## config.mk

```make
export PLATFORM = sky130hd
export DESIGN_NAME = sbt_top
export DESIGN_NICKNAME = d
export VERILOG_FILES = /design/src/hdl/sbt_pkg.sv /design/src/hdl/sbt_top.sv
export VERILOG_INCLUDE_DIRS = /design/src /design/src/hdl
export SDC_FILE = /design/constraint.sdc
export NUM_CORES = 1
export LEC_CHECK = 0
export ABC_CLOCK_PERIOD_IN_PS = 11800
export BUFFER_PORTS_ARGS = -buffer_cell sky130_fd_sc_hd__buf_2
export CORE_UTILIZATION = 53
export DETAILED_ROUTE_END_ITERATION = 8
export GPL_TIMING_DRIVEN = 1
export PLACE_DENSITY = 0.78
export SYNTH_ARGS = -nofsm -noshare
export SYNTH_HDL_FRONTEND = slang
export SYNTH_SLANG_ARGS = --single-unit
```

## constraint.sdc

```tcl
create_clock -name CLK -period 11.8 [get_ports CLK]
set_clock_uncertainty 0.15 [all_clocks]
set_input_delay 2.36 -clock CLK [delete_from_list [all_inputs] [get_ports CLK]]
set_output_delay 2.36 -clock CLK [all_outputs]
set_load 0.02 [all_outputs]
```

## src/hdl/sbt_params.svh

```systemverilog
`ifndef SBT_PARAMS_SVH
`define SBT_PARAMS_SVH
// Register byte offsets.
`define SBT_OFF_CMD      8'h00
`define SBT_OFF_CFG      8'h04
`define SBT_OFF_RANGE    8'h08
`define SBT_OFF_BPA      8'h0c
`define SBT_OFF_STATUS   8'h10
`define SBT_OFF_LASTLOC  8'h14
`define SBT_OFF_BPLIST   8'h18
`define SBT_OFF_REGS     8'h1c
// Command register fields.
`define SBT_CMD_GO       0
`define SBT_CMD_RESET    1
`define SBT_CMD_ARM      2
`define SBT_CMD_DISARM   3
`define SBT_CMD_DISALL   4
`define SBT_CMD_SELECT   5
`define SBT_CMD_PATCH    6
`define SBT_CMD_PRELOAD  7
`define SBT_CMD_INSPECT  8
`define SBT_CMD_CLRERR   9
// Config register fields.
`define SBT_CFG_MODE_LSB  0
`define SBT_CFG_TRACE_LSB 2
`define SBT_CFG_STEP      4
`define SBT_CFG_MODEV     5
`define SBT_CFG_QUAL_LSB  6
`define SBT_CFG_REG_LSB   8
`define SBT_CFG_CNT_LSB   12
`define SBT_CFG_KEY_LSB   16
// Bounds and reset values.
`define SBT_RANGE_RST    32'hffff_0000
`define SBT_PATCH_MAX    6'h1d
`define SBT_LINE_MASK    16'h000f
`define SBT_RESP_OKAY    2'b00
`define SBT_RESP_SLVERR  2'b10
`endif

```

## src/hdl/sbt_pkg.sv

```systemverilog
package sbt_pkg;
   typedef enum logic [1:0] {SBT_EMU_SYSTEM, SBT_EMU_PARTIAL, SBT_EMU_FULL, SBT_EMU_BAD} sbt_emu_t;
   typedef enum logic [1:0] {SBT_TR_OFF, SBT_TR_ALL, SBT_TR_BRANCH, SBT_TR_BAD} sbt_trace_t;
   typedef enum logic [1:0] {SBT_Q_ANY, SBT_Q_WRITE, SBT_Q_READ, SBT_Q_ANY2} sbt_qual_t;
   typedef enum logic [1:0] {SBT_K_SPACE, SBT_K_HEX, SBT_K_RETURN, SBT_K_NONE} sbt_key_t;
endpackage

```

## src/hdl/sbt_top.sv

```systemverilog
// The address map and the AXI4-Lite interface to the registers were decided locally.
`timescale 1ns/1ns
`default_nettype none
`include "sbt_params.svh"

module sbt_top #(
   parameter int NUM_BP = 2,
   parameter int NUM_REGS = 8
) (
   input wire logic CLK,
   input wire logic RST,
   input wire logic [7:0] S_AXI_AWADDR,
   input wire logic S_AXI_AWVALID,
   output logic S_AXI_AWREADY,
   input wire logic [31:0] S_AXI_WDATA,
   input wire logic [3:0] S_AXI_WSTRB,
   input wire logic S_AXI_WVALID,
   output logic S_AXI_WREADY,
   output logic [1:0] S_AXI_BRESP,
   output logic S_AXI_BVALID,
   input wire logic S_AXI_BREADY,
   input wire logic [7:0] S_AXI_ARADDR,
   input wire logic S_AXI_ARVALID,
   output logic S_AXI_ARREADY,
   output logic [31:0] S_AXI_RDATA,
   output logic [1:0] S_AXI_RRESP,
   output logic S_AXI_RVALID,
   input wire logic S_AXI_RREADY,
   input wire logic [15:0] TGT_ADDR,
   input wire logic TGT_VALID,
   input wire logic TGT_WRITE,
   input wire logic TGT_FETCH,
   input wire logic TGT_BRANCH,
   input wire logic [7:0] TGT_PSW,
   output logic TGT_RUN,
   output logic TGT_RESET,
   output sbt_pkg::sbt_emu_t EMU_MODE,
   output logic [15:0] MEM_ADDR,
   output logic [7:0] MEM_WDATA,
   output logic MEM_WE,
   output logic [2:0] REG_SEL,
   output logic [7:0] REG_WDATA,
   output logic REG_WE,
   output logic TRACE_VALID,
   output logic [15:0] TRACE_LOC,
   output logic [7:0] TRACE_PSW,
   output logic TRACE_BRANCH,
   output logic BP_EVENT,
   output logic NEW_LINE
);
   import sbt_pkg::*;

   // Slot search and read mux are written for exactly these sizes.
   if (NUM_BP != 2 || NUM_REGS != 8) begin : g_size_check
      $error("sbt_top: only two breakpoints, eight registers");
   end

   // ----------------------------------------
   // Bus slave
   // ----------------------------------------
   logic aw_q, w_q;
   logic [7:0] awaddr_q;
   logic [31:0] wdata_q;
   logic wr_fire;
   logic [31:0] rdata_d;
   logic rerr_d, werr_d;
   assign S_AXI_AWREADY = !aw_q && !S_AXI_BVALID;
   assign S_AXI_WREADY = !w_q && !S_AXI_BVALID;
   assign S_AXI_ARREADY = !S_AXI_RVALID;
   assign wr_fire = aw_q && w_q && !S_AXI_BVALID;

   // Address and data are captured independently so either may come first.
   always_ff @(posedge CLK or posedge RST) begin
      if (RST) begin
         aw_q <= 1'b0;
         w_q <= 1'b0;
         awaddr_q <= 8'h00;
         wdata_q <= 32'h0000_0000;
      end else begin
         if (S_AXI_AWVALID && S_AXI_AWREADY) begin
            aw_q <= 1'b1;
            awaddr_q <= S_AXI_AWADDR;
         end else if (wr_fire) aw_q <= 1'b0;
         if (S_AXI_WVALID && S_AXI_WREADY) begin
            w_q <= 1'b1;
            wdata_q <= S_AXI_WDATA;
         end else if (wr_fire) w_q <= 1'b0;
      end
   end

   always_ff @(posedge CLK or posedge RST) begin
      if (RST) begin
         S_AXI_BVALID <= 1'b0;
         S_AXI_BRESP <= `SBT_RESP_OKAY;
      end else if (wr_fire) begin
         S_AXI_BVALID <= 1'b1;
         S_AXI_BRESP <= werr_d ? `SBT_RESP_SLVERR : `SBT_RESP_OKAY;
      end else if (S_AXI_BREADY) S_AXI_BVALID <= 1'b0;
   end

   always_ff @(posedge CLK or posedge RST) begin
      if (RST) begin
         S_AXI_RVALID <= 1'b0;
         S_AXI_RDATA <= 32'h0000_0000;
         S_AXI_RRESP <= `SBT_RESP_OKAY;
      end else if (S_AXI_ARVALID && S_AXI_ARREADY) begin
         S_AXI_RVALID <= 1'b1;
         S_AXI_RDATA <= rdata_d;
         S_AXI_RRESP <= rerr_d ? `SBT_RESP_SLVERR : `SBT_RESP_OKAY;
      end else if (S_AXI_RREADY) S_AXI_RVALID <= 1'b0;
   end

   // ----------------------------------------
   // Control state
   // ----------------------------------------
   logic [15:0] cfg_q;
   logic [15:0] lo_q, hi_q;
   logic [15:0] bpa_q;
   logic [NUM_BP-1:0] bp_on_q;
   logic [15:0] bp_addr_q [NUM_BP];
   sbt_qual_t bp_qual_q [NUM_BP];
   logic [NUM_BP-1:0] bp_hit;
   sbt_trace_t trace_q;
   logic step_q, run_q, toomany_q, notactive_q, bphit_q, insp_on_q;
   logic [15:0] last_q;
   logic [7:0] regs_q [NUM_REGS];
   logic [15:0] insp_q;
   logic [4:0] left_q;
   logic [1:0] pidx_q;
   logic [31:0] pbuf_q;
   logic is_cmd;
   logic [9:0] cmd;
   sbt_trace_t new_tr;
   logic in_win, want_rec, any_hit;
   assign is_cmd = wr_fire && awaddr_q == `SBT_OFF_CMD;
   assign cmd = is_cmd ? wdata_q[9:0] : 10'h000;
   assign new_tr = sbt_trace_t'(wdata_q[`SBT_CFG_TRACE_LSB +: 2]);
   // Mode 2 refuses branch trace; illegal codes refused too.
   always_comb begin
      werr_d = 1'b0;
      if (wr_fire && awaddr_q == `SBT_OFF_CFG && (new_tr == SBT_TR_BAD ||
          (new_tr == SBT_TR_BRANCH && EMU_MODE == SBT_EMU_FULL))) werr_d = 1'b1;
      if (wr_fire && awaddr_q == `SBT_OFF_RANGE && wdata_q[31:16] < wdata_q[15:0])
         werr_d = 1'b1;
      if (is_cmd && wdata_q[`SBT_CMD_SELECT] && wdata_q[`SBT_CFG_MODEV + 16] &&
          wdata_q[17:16] == 2'b11) werr_d = 1'b1;
   end

   // Configuration, window and patch staging.
   always_ff @(posedge CLK or posedge RST) begin
      if (RST) begin
         cfg_q <= 16'h0000;
         trace_q <= SBT_TR_OFF;
         step_q <= 1'b0;
         lo_q <= 16'(`SBT_RANGE_RST);
         hi_q <= 16'(`SBT_RANGE_RST >> 16);
         bpa_q <= 16'h0000;
         pbuf_q <= 32'h0000_0000;
      end else if (wr_fire && !werr_d) begin
         case (awaddr_q)
            `SBT_OFF_CFG: begin
               cfg_q <= wdata_q[15:0];
               trace_q <= new_tr;
               step_q <= wdata_q[`SBT_CFG_STEP];
            end
            `SBT_OFF_RANGE: begin
               lo_q <= wdata_q[15:0];
               hi_q <= wdata_q[31:16];
            end
            `SBT_OFF_BPA: bpa_q <= wdata_q[15:0];
            `SBT_OFF_REGS: pbuf_q <= wdata_q;
            default: ;
         endcase
      end
   end

   // Target selection: mode is 0 unless MODEV is set; a select with MODEV set and mode 3 is refused and keeps the old mode.
   always_ff @(posedge CLK or posedge RST) begin
      if (RST) EMU_MODE <= SBT_EMU_SYSTEM;
      else if (cmd[`SBT_CMD_SELECT] && !werr_d) begin
         if (wdata_q[`SBT_CFG_MODEV + 16]) EMU_MODE <= sbt_emu_t'(wdata_q[17:16]);
         else EMU_MODE <= SBT_EMU_SYSTEM;
      end
   end

   // ----------------------------------------
   // Breakpoints
   // ----------------------------------------
   generate
      for (genvar i = 0; i < NUM_BP; i++) begin : g_bp
         logic qual_ok;
         always_comb begin
            case (bp_qual_q[i])
               SBT_Q_WRITE: qual_ok = TGT_WRITE;
               SBT_Q_READ: qual_ok = !TGT_WRITE;
               default: qual_ok = 1'b1;
            endcase
         end
         assign bp_hit[i] = bp_on_q[i] && TGT_VALID && run_q && qual_ok &&
                            TGT_ADDR == bp_addr_q[i];
      end
   endgenerate
   assign any_hit = |bp_hit;

   // Arm into the first free slot; a clear by address that misses is flagged.
   always_ff @(posedge CLK or posedge RST) begin
      if (RST) begin
         bp_on_q <= '0;
         toomany_q <= 1'b0;
         notactive_q <= 1'b0;
         for (int j = 0; j < NUM_BP; j++) begin
            bp_addr_q[j] <= 16'h0000;
            bp_qual_q[j] <= SBT_Q_ANY;
         end
      end else begin
         if (cmd[`SBT_CMD_CLRERR]) begin
            toomany_q <= 1'b0;
            notactive_q <= 1'b0;
         end
         if (cmd[`SBT_CMD_DISALL]) bp_on_q <= '0;
         else if (cmd[`SBT_CMD_DISARM]) begin
            for (int j = 0; j < NUM_BP; j++)
               if (bp_on_q[j] && bp_addr_q[j] == bpa_q) bp_on_q[j] <= 1'b0;
            if (!(bp_on_q[0] && bp_addr_q[0] == bpa_q) &&
                !(bp_on_q[1] && bp_addr_q[1] == bpa_q)) notactive_q <= 1'b1;
         end else if (cmd[`SBT_CMD_ARM]) begin
            if (&bp_on_q) toomany_q <= 1'b1;
            else begin
               bp_on_q[bp_on_q[0]] <= 1'b1;
               bp_addr_q[bp_on_q[0]] <= bpa_q;
               bp_qual_q[bp_on_q[0]] <= sbt_qual_t'(cfg_q[`SBT_CFG_QUAL_LSB +: 2]);
            end
         end
      end
   end

   // ----------------------------------------
   // Run control, trace and reset
   // ----------------------------------------
   assign in_win = TGT_ADDR >= lo_q && TGT_ADDR <= hi_q;
   always_comb begin
      case (trace_q)
         SBT_TR_ALL: want_rec = 1'b1;
         SBT_TR_BRANCH: want_rec = TGT_BRANCH && EMU_MODE != SBT_EMU_FULL;
         default: want_rec = 1'b0;
      endcase
   end

   // A hit always traces the last instruction, regardless of mode.
   always_ff @(posedge CLK or posedge RST) begin
      if (RST) begin
         run_q <= 1'b0;
         bphit_q <= 1'b0;
         TRACE_VALID <= 1'b0;
         TRACE_LOC <= 16'h0000;
         TRACE_PSW <= 8'h00;
         TRACE_BRANCH <= 1'b0;
         BP_EVENT <= 1'b0;
         last_q <= 16'h0000;
      end else begin
         TRACE_VALID <= 1'b0;
         BP_EVENT <= 1'b0;
         if (TGT_VALID && TGT_FETCH && run_q) last_q <= TGT_ADDR;
         if (any_hit) begin
            run_q <= 1'b0;
            bphit_q <= 1'b1;
            BP_EVENT <= 1'b1;
            TRACE_VALID <= 1'b1;
            TRACE_LOC <= last_q;
            TRACE_PSW <= TGT_PSW;
            TRACE_BRANCH <= 1'b0;
         end else if (TGT_VALID && TGT_FETCH && run_q && want_rec && in_win) begin
            TRACE_VALID <= 1'b1;
            TRACE_LOC <= TGT_ADDR;
            TRACE_PSW <= TGT_PSW;
            TRACE_BRANCH <= TGT_BRANCH && EMU_MODE != SBT_EMU_FULL;
            if (step_q) run_q <= 1'b0;
         end else if (cmd[`SBT_CMD_GO]) begin
            run_q <= 1'b1;
            bphit_q <= 1'b0;
         end
      end
   end
   assign TGT_RUN = run_q;

   // Single-cycle reset pulse into the target.
   always_ff @(posedge CLK or posedge RST) begin
      if (RST) TGT_RESET <= 1'b0;
      else TGT_RESET <= cmd[`SBT_CMD_RESET];
   end

   // ----------------------------------------
   // Memory patch, inspect and register preload
   // ----------------------------------------
   sbt_key_t key;
   assign key = sbt_key_t'(wdata_q[`SBT_CFG_KEY_LSB +: 2]);
   // Patch streams bytes from the staging word, one per cycle; only four bytes
   // are staged, so longer strings are issued as several patch commands.
   always_ff @(posedge CLK or posedge RST) begin
      if (RST) begin
         insp_q <= 16'h0000;
         insp_on_q <= 1'b0;
         left_q <= 5'h00;
         pidx_q <= 2'h0;
         MEM_ADDR <= 16'h0000;
         MEM_WDATA <= 8'h00;
         MEM_WE <= 1'b0;
         NEW_LINE <= 1'b0;
      end else begin
         MEM_WE <= 1'b0;
         NEW_LINE <= 1'b0;
         if (left_q != 5'h00) begin
            MEM_WE <= 1'b1;
            MEM_ADDR <= insp_q;
            MEM_WDATA <= pbuf_q[8*(3-pidx_q) +: 8];
            insp_q <= insp_q + 16'h0001;
            pidx_q <= pidx_q + 2'h1;
            left_q <= left_q - 5'h01;
         end else if (cmd[`SBT_CMD_PATCH] && wdata_q[20:16] != 5'h00 && wdata_q[20:16] <= 5'h04) begin
            insp_q <= bpa_q;
            pidx_q <= 2'h0;
            left_q <= wdata_q[20:16];
         end else if (cmd[`SBT_CMD_INSPECT]) begin
            // Keys outside an open session are ignored, so a late key cannot touch memory.
            case (key)
               SBT_K_HEX: if (insp_on_q) begin
                  MEM_WE <= 1'b1;
                  MEM_ADDR <= insp_q;
                  MEM_WDATA <= wdata_q[31:24];
                  insp_q <= insp_q + 16'h0001;
                  NEW_LINE <= ((insp_q + 16'h0001) & `SBT_LINE_MASK) == 16'h0000;
               end
               SBT_K_SPACE: if (insp_on_q) begin
                  insp_q <= insp_q + 16'h0001;
                  NEW_LINE <= ((insp_q + 16'h0001) & `SBT_LINE_MASK) == 16'h0000;
               end
               SBT_K_RETURN: insp_on_q <= 1'b0;
               default: begin
                  insp_q <= bpa_q;
                  insp_on_q <= 1'b1;
               end
            endcase
         end
      end
   end

   // Preload one register per value; later registers keep their contents.
   always_ff @(posedge CLK or posedge RST) begin
      if (RST) begin
         REG_WE <= 1'b0;
         REG_SEL <= 3'h0;
         REG_WDATA <= 8'h00;
         for (int j = 0; j < NUM_REGS; j++) regs_q[j] <= 8'h00;
      end else begin
         REG_WE <= 1'b0;
         if (cmd[`SBT_CMD_PRELOAD]) begin
            REG_WE <= 1'b1;
            REG_SEL <= cfg_q[`SBT_CFG_REG_LSB +: 3];
            REG_WDATA <= pbuf_q[7:0];
            regs_q[cfg_q[`SBT_CFG_REG_LSB +: 3]] <= pbuf_q[7:0];
         end
      end
   end

   // Read mux reports mode, flags, breakpoints and the first four registers.
   always_comb begin
      rdata_d = 32'h0000_0000;
      rerr_d = 1'b0;
      case (S_AXI_ARADDR)
         `SBT_OFF_CMD: rdata_d = 32'h0000_0000;
         `SBT_OFF_CFG: rdata_d = {16'h0000, cfg_q};
         `SBT_OFF_RANGE: rdata_d = {hi_q, lo_q};
         `SBT_OFF_BPA: rdata_d = {16'h0000, bpa_q};
         `SBT_OFF_STATUS: rdata_d = {16'h0000, insp_q[11:0], 1'b0, notactive_q, toomany_q, bphit_q};
         `SBT_OFF_LASTLOC: rdata_d = {EMU_MODE, bp_on_q, 12'h000, last_q};
         `SBT_OFF_BPLIST: rdata_d = {bp_addr_q[1], bp_addr_q[0]};
         `SBT_OFF_REGS: rdata_d = {regs_q[3], regs_q[2], regs_q[1], regs_q[0]};
         default: rerr_d = 1'b1;
      endcase
   end
   // ----------------------------------------
   // Assertions
   // ----------------------------------------
   bp_stop_a: assert property (@(posedge CLK) disable iff (RST) any_hit |=> !TGT_RUN && BP_EVENT && TRACE_VALID) else $error("hit did not stop target");
   bp_write_a: assert property (@(posedge CLK) disable iff (RST) (bp_hit[0] && bp_qual_q[0] == SBT_Q_WRITE) |-> TGT_WRITE) else $error("write-only fired on read");
   bp_read_a: assert property (@(posedge CLK) disable iff (RST) (bp_hit[0] && bp_qual_q[0] == SBT_Q_READ) |-> !TGT_WRITE) else $error("read-only fired on write");
   bp_full_a: assert property (@(posedge CLK) disable iff (RST) (cmd[`SBT_CMD_ARM] && !cmd[`SBT_CMD_DISARM] && !cmd[`SBT_CMD_DISALL] && &bp_on_q) |=> toomany_q && $stable(bp_on_q)) else $error("third breakpoint taken");
   rst_pulse_a: assert property (@(posedge CLK) disable iff (RST) TGT_RESET |=> !TGT_RESET) else $error("reset pulse too long");
   step_halt_a: assert property (@(posedge CLK) disable iff (RST) (TRACE_VALID && step_q) |-> !TGT_RUN) else $error("step did not halt");
   win_trace_a: assert property (@(posedge CLK) disable iff (RST) (TRACE_VALID && !BP_EVENT) |-> TRACE_LOC >= lo_q && TRACE_LOC <= hi_q) else $error("trace outside window");
   full_branch_a: assert property (@(posedge CLK) disable iff (RST) EMU_MODE == SBT_EMU_FULL |-> trace_q != SBT_TR_BRANCH || !TRACE_BRANCH) else $error("branch trace in full mode");
   off_trace_a: assert property (@(posedge CLK) disable iff (RST) (trace_q == SBT_TR_OFF && !any_hit) |=> !TRACE_VALID || BP_EVENT) else $error("trace while off");
   cv_hit_c: cover property (@(posedge CLK) disable iff (RST) BP_EVENT);
   cv_step_c: cover property (@(posedge CLK) disable iff (RST) TRACE_VALID && step_q);
   cv_line_c: cover property (@(posedge CLK) disable iff (RST) NEW_LINE && MEM_WE);
endmodule // sbt_top
`default_nettype wire

```

After elaboration in Yosys (flattened, before gate mapping)
Index checks and enable logic that the tools add are counted.
- register bits: 393
- bits in latches: 0
- RAM bits: 0
- ROM bits: 0
- input port bits: 87
- output and inout bits: 110
- logic and storage cells: 288
- memories kept: 0
- $add $sub $neg: 4
- multiply operators: 0
- div/mod/pow operators: 0
- $lt $le $gt $ge: 10
- eq/ne operators: 36
- shift operators: 1
- multiplexer cells: 91
- bitwise logic cells: 9
- reductions and logical operators: 84
- operator list (operator ; count):
    one-hot mux 32 bit (7 select lines) ; 1
    2-to-1 mux 16 bit ; 12
    bitwise mux 64 bit ; 1
    equality test 16 bit ; 4
    2-to-1 mux 8 bit ; 8
    2-to-1 mux 1 bit ; 45
    equality test 8 x 5 -> 1 bit (second input constant) ; 5
    logical AND 1 bit ; 40
    indexed part select 32 x 33 -> 8 bit ; 1
    bitwise mux 32 bit ; 1
    equality test 8 x 4 -> 1 bit (second input constant) ; 4
    one-hot mux 16 bit (2 select lines) ; 1
    demux 8 bit (select 3 bit) ; 1
    2-to-1 mux 2 bit ; 10
    nonzero test 2 bit ; 10
    adder 16 x 1 -> 16 bit (second input constant) ; 1
    demux 16 bit (select 1 bit) ; 1
    equality test 2 bit (second input constant) ; 8
    equality test 8 x 3 -> 1 bit (second input constant) ; 2
    >= comparator 16 bit ; 1
    less-or-equal comparator 16 bit ; 1
    logical NOT 16 bit ; 1
    logical NOT 8 bit ; 2
    < comparator 16 bit ; 1
    other kinds (35) ; 73

Longest topological paths before layout
- depth after elaboration: 10
- gate-level depth with buffers: 11
- depth with buffers taken out: 9

Worst setup path before layout
OpenSTA, ideal clock, no wires.
- path type: input -> register
- start point: input TGT_ADDR[5]
- end point: register TRACE_PSW[0]
- library setup time: 0.125 ns
- data arrival time: 4.185 ns
- required time: 11.525 ns
- setup slack: 7.340 ns
- stages on the path: 9
- buffers on the path: 1
- cells stage by stage: ha_1 > a21oi_1 > o21ai_0 > a221oi_1 > or3_1 > o211ai_1 > and2_1 > clkbuf_1 > mux2_2
- cells in the longest elaborated chain, start to end: 4
- elaborated cells between the ends (all ways): 11
- those cells by class: order compare (2); eq/ne (2); mux (1); reduce/logical (6)
- ends and longest elaborated chain (what ; RTL line ; RTL):
    start: declaration ; sbt_top.sv:29 ; input wire logic [15:0] TGT_ADDR,
    >= comparator 16 bit, or another cell as far along ; sbt_top.sv:240 ; assign in_win = TGT_ADDR >= lo_q && TGT_ADDR <= hi_q;
    logical AND 1 bit, on equally long branches ; sbt_top.sv:240, sbt_top.sv:199 ;
    logical AND 1 bit or OR reduction 2 bit (tied branches) ; sbt_top.sv:272, sbt_top.sv:203 ;
    nonzero test 2 bit (no line) or 2-to-1 mux 8 bit (tied branches) ; -- ;
    end signal: assignment ; sbt_top.sv:256 ; TRACE_PSW <= 8'h00;
    end signal: assignment ; sbt_top.sv:270 ; TRACE_PSW <= TGT_PSW;
    end signal: assignment ; sbt_top.sv:275 ; TRACE_PSW <= TGT_PSW;
    end: declaration ; sbt_top.sv:46 ; output logic [7:0] TRACE_PSW,
Several ways; a longest one is shown, not always the timed one.
A chain may end at the register's enable or synchronous reset.

Worst setup path after layout
- start point: input S_AXI_ARADDR[5]
- end point: register S_AXI_RDATA[16]
- cells in the longest elaborated chain, start to end: 2
- elaborated cells between the ends (all ways): 8
- those cells by class: eq/ne (7); mux (1)
- ends and longest elaborated chain (what ; RTL line ; RTL):
    start: declaration ; sbt_top.sv:22 ; input wire logic [7:0] S_AXI_ARADDR,
    equality test 8 x 5 -> 1 bit, or another cell as far along ; sbt_top.sv:369 ; case (S_AXI_ARADDR)
    one-hot mux 32 bit (7 select lines) (*) ; sbt_top.sv:369 ;
    end signal: assignment ; sbt_top.sv:108 ; S_AXI_RDATA <= rdata_d;
    end: declaration ; sbt_top.sv:25 ; output logic [31:0] S_AXI_RDATA,
Every way passes the cells marked *; elsewhere a longest branch is shown, timed or not.

==> flow_summary.json <==
{
  "boundaryPins": 197,
  "grt_pass1_vias": 13111,
  "drt-wirelength-per-cell_um": 23.8,
  "cts_buffer_depth": 3,
  "min_path_cells": 1,
  "power.density_nw_per_um2": 187,
  "row_count": 65,
  "cts_sinks": 356,
  "cts_tree": "built",
  "critical_path_class": "in -> reg",
  "cts_hold_buf": 0,
  "drv_slew": 0,
  "path_max_fanout": 21,
  "drc": 0,
  "syn_avg_cell_area_um2": 11.1,
  "routed_wl_mm": 52.1,
  "overflow": 0,
  "cts.htree.levels": 2,
  "path_clk_slew_ns": 0.06,
  "cp.required_ns": 12.09,
  "cp.arrival_ns": 5.51,
  "fmax_mhz": 192,
  "antenna_found_initial": 2,
  "fin_tns_setup_ns": 0,
  "finalSetupViolations": 0,
  "ant_nets": 0,
  "async_flop_share": 1.00,
  "vias_per_cell": 6.14,
  "track_usage": 0.315,
  "dp_hpwl_mm": 37.7,
  "first_iter_violations": 1447,
  "r2r_start": "awaddr_q[7]$_DFFE_PP0P_",
  "ir_worst_vdd_mv": 0.170,
  "yosysUniqueCellTypes": 61,
  "dpl_cell_area_um2": 18700,
  "slew_headroom": 0.132,
  "power.leakage_nw": 9.66,
  "ys.flop_type": "dfrtp_1",
  "fin_area_um2": 19900,
  "grt_pass1_wl_mm": 78.9,
  "drive_above_1_share": 0.289,
  "layout_worst_path_cycle_share": 0.442,
  "synth-edff-count": 0,
  "clkLatencyLatePin_ns": 0.53,
  "finalNonFillerCells": 2187,
  "synth_cells": 1572,
  "worstSetupEndpointType": "flop",
  "antenna_cells": 0,
  "worstReg2RegEnd": "insp_q[10]$_DFFE_PP0P_",
  "numCtsBuffers": 39,
  "final_util": 0.624,
  "numPortBuffers": 190,
  "ys_seq_area_frac": 0.513,
  "status": "complete, no violations",
  "yosysWarnings": 0,
  "route.vias.total": 13420,
  "core_area_um2": 31900,
  "hold_violations": 0,
  "cts_setup_buffers": 0,
  "cts_root_buf": "clkbuf_16",
  "grt_max_degree": 80,
  "die_y_um": 183,
  "area_delta_synth_final_pct": 14.4,
  "netlist_area_um2": 17400,
  "hp-class": "reg -> reg",
  "rrSetupSlack_ns": 8.31,
  "dp_cells": 2118,
  "die_area_um2": 33500,
  "die_w_um": 183,
  "rsz0062_at_grt": "false",
  "min_to": "S_AXI_RDATA[7]$_DFFE_PP0P_",
  "reg2regPathDepth": 8,
  "layout.nets": 1867,
  "initial_core_util": 0.545,
  "drv_cap": 0,
  "startpoint_type": "primary input",
  "place_congestion": 0.987,
  "drt_pass1_iterations": 8,
  "hp-start": "S_AXI_RDATA[7]$_DFFE_PP0P_",
  "worst_pin_slew_ns": 1.30,
  "synth-seq-cells": 356,
  "cts-resized-gates": 0,
  "period_needed_ns": 5.21
}
==> registers in the layout (all words and copies together) (netlist names), 3 cells and up <==
| register | cells |
|---|---|
| cfg_q | 16 |
| awaddr_q | 8 |
| TRACE_LOC | 16 |
| bp_addr_q | 32 |
| wdata_q | 32 |
| left_q | 5 |
| REG_WDATA | 8 |
| MEM_WDATA | 8 |
| hi_q | 16 |
| last_q | 16 |
| lo_q | 16 |
| REG_SEL | 3 |
| bp_qual_q | 4 |
| TRACE_PSW | 8 |
| pbuf_q | 32 |
| MEM_ADDR | 16 |
| S_AXI_RDATA | 32 |
| bpa_q | 16 |
| insp_q | 16 |
| regs_q | 32 |
==> how the worst max path moves through the flow <==
stage | startpoint | end | slack, ns
finish | S_AXI_ARADDR[5] | S_AXI_RDATA[16]$_DFFE_PP0P_ | 6.59
global route | S_AXI_ARADDR[5] | S_AXI_RDATA[1]$_DFFE_PP0P_ | 6.56
CTS | S_AXI_ARADDR[5] | S_AXI_RDATA[16]$_DFFE_PP0P_ | 6.75
detailed placement | S_AXI_ARADDR[5] | S_AXI_RDATA[16]$_DFFE_PP0P_ | 6.25
global placement | S_AXI_ARADDR[5] | S_AXI_RDATA[13]$_DFFE_PP0P_ | 6.28
floorplan | RST | BP_EVENT$_DFF_PP0_ | 4.53
==> cells in the mapped netlist, types with 8 or more instances <==
cell type	n	area share
buf_2	14	0.0040
o21ai_0	106	0.031
a21oi_1	81	0.023
a22o_1	20	0.010
mux2_2	194	0.13
nor2_1	73	0.016
inv_1	67	0.014
dfrtp_1	340	0.49
a222oi_1	12	0.0069
nand4_1	17	0.0061
clkbuf_1	71	0.015
dfstp_2	16	0.024
ha_1	56	0.040
a21o_1	11	0.0047
nor3_1	25	0.0072
or3_1	8	0.0029
a31oi_1	14	0.0050
a221oi_1	10	0.0050
nor4_1	19	0.0068
nand2_1	146	0.032
o2bb2ai_1	8	0.0040
xor2_1	38	0.019
mux4_2	8	0.010
o22ai_1	8	0.0029
mux2i_1	53	0.031
nand3_1	26	0.0075
o21ai_1	16	0.0046
xnor2_1	30	0.015
==> final cells by class <==
cell class,count,area (um^2)
clock inverters,18,163
clock buffers,51,1080
fillers,2627,12000
well taps,435,544
inverters,67,255
repair buffers,207,1080
multi-input cells,1053,7850
flip-flops and latches,356,8930
==> placed cells by master (no fill, tap or decap), types with 19 or more instances in the layout <==
cell       instances
dfrtp_1          340
mux2_2           194
buf_2            190
nand2_1          146
o21ai_0          106
a21oi_1           80
nor2_1            70
inv_1             66
ha_1              56
mux2i_1           53
clkbuf_16         39
xor2_1            38
xnor2_1           30
nand3_1           26
nor3_1            24
a22o_1            20
nor4_1            19
==> critical path, cell delays in order <==
cell and delay [ns]:
buf_2 0.11, nor3_1 0.93, nand3_1 0.44, nor2_2 1.00, a222oi_1 0.41, o21ai_0 0.24
==> logic make-up (layout without fill, tap and decap cells) <==
group | after synthesis | in the layout | share of synthesized area
AO/OA/AOI/OAI | 312 | 312 | 0.109
XOR/XNOR | 68 | 68 | 0.0342
adder cells (fa/ha/maj) | 56 | 56 | 0.0403
buffers and inverters | 164 | 343 | 0.0379
flip-flops | 356 | 356 | 0.513
multiplexers | 255 | 255 | 0.166
other | 1 | 2 | 0.000216
AND/OR/NAND/NOR | 360 | 360 | 0.0979
==> stage by stage <==
step	worst slack (ns)	hold slack (ns)	total power, mW
2_1_floorplan	4.53	0.288	2.18
3_3_place_gp	6.28	0.303	2.49
3_5_place_dp	6.25	0.311	2.53
4_1_cts	6.75	0.323	3.72
5_1_grt	6.56	0.344	3.88
6_report	6.59	0.322	3.73
==> report_power, final <==
group,internal [mW],switching [mW],leakage (nW)
registers,1.41,0.290,4.77
clock network,0.692,0.501,0.600
logic,0.342,0.492,4.29
==> routing by layer <==
layer | part of all wire | wire (um) | vias to the layer above | global-route usage
li1 | - | - | 5903 | -
met1 | 0.42 | 21900 | 6672 | 0.443
met2 | 0.44 | 23100 | 702 | 0.481
met3 | 0.091 | 4750 | 143 | 0.0584
met4 | 0.044 | 2320 | 0 | 0.129
met5 | 0 | 0 | - | 0
No activity file was read; power rests on OpenSTA's default activity.
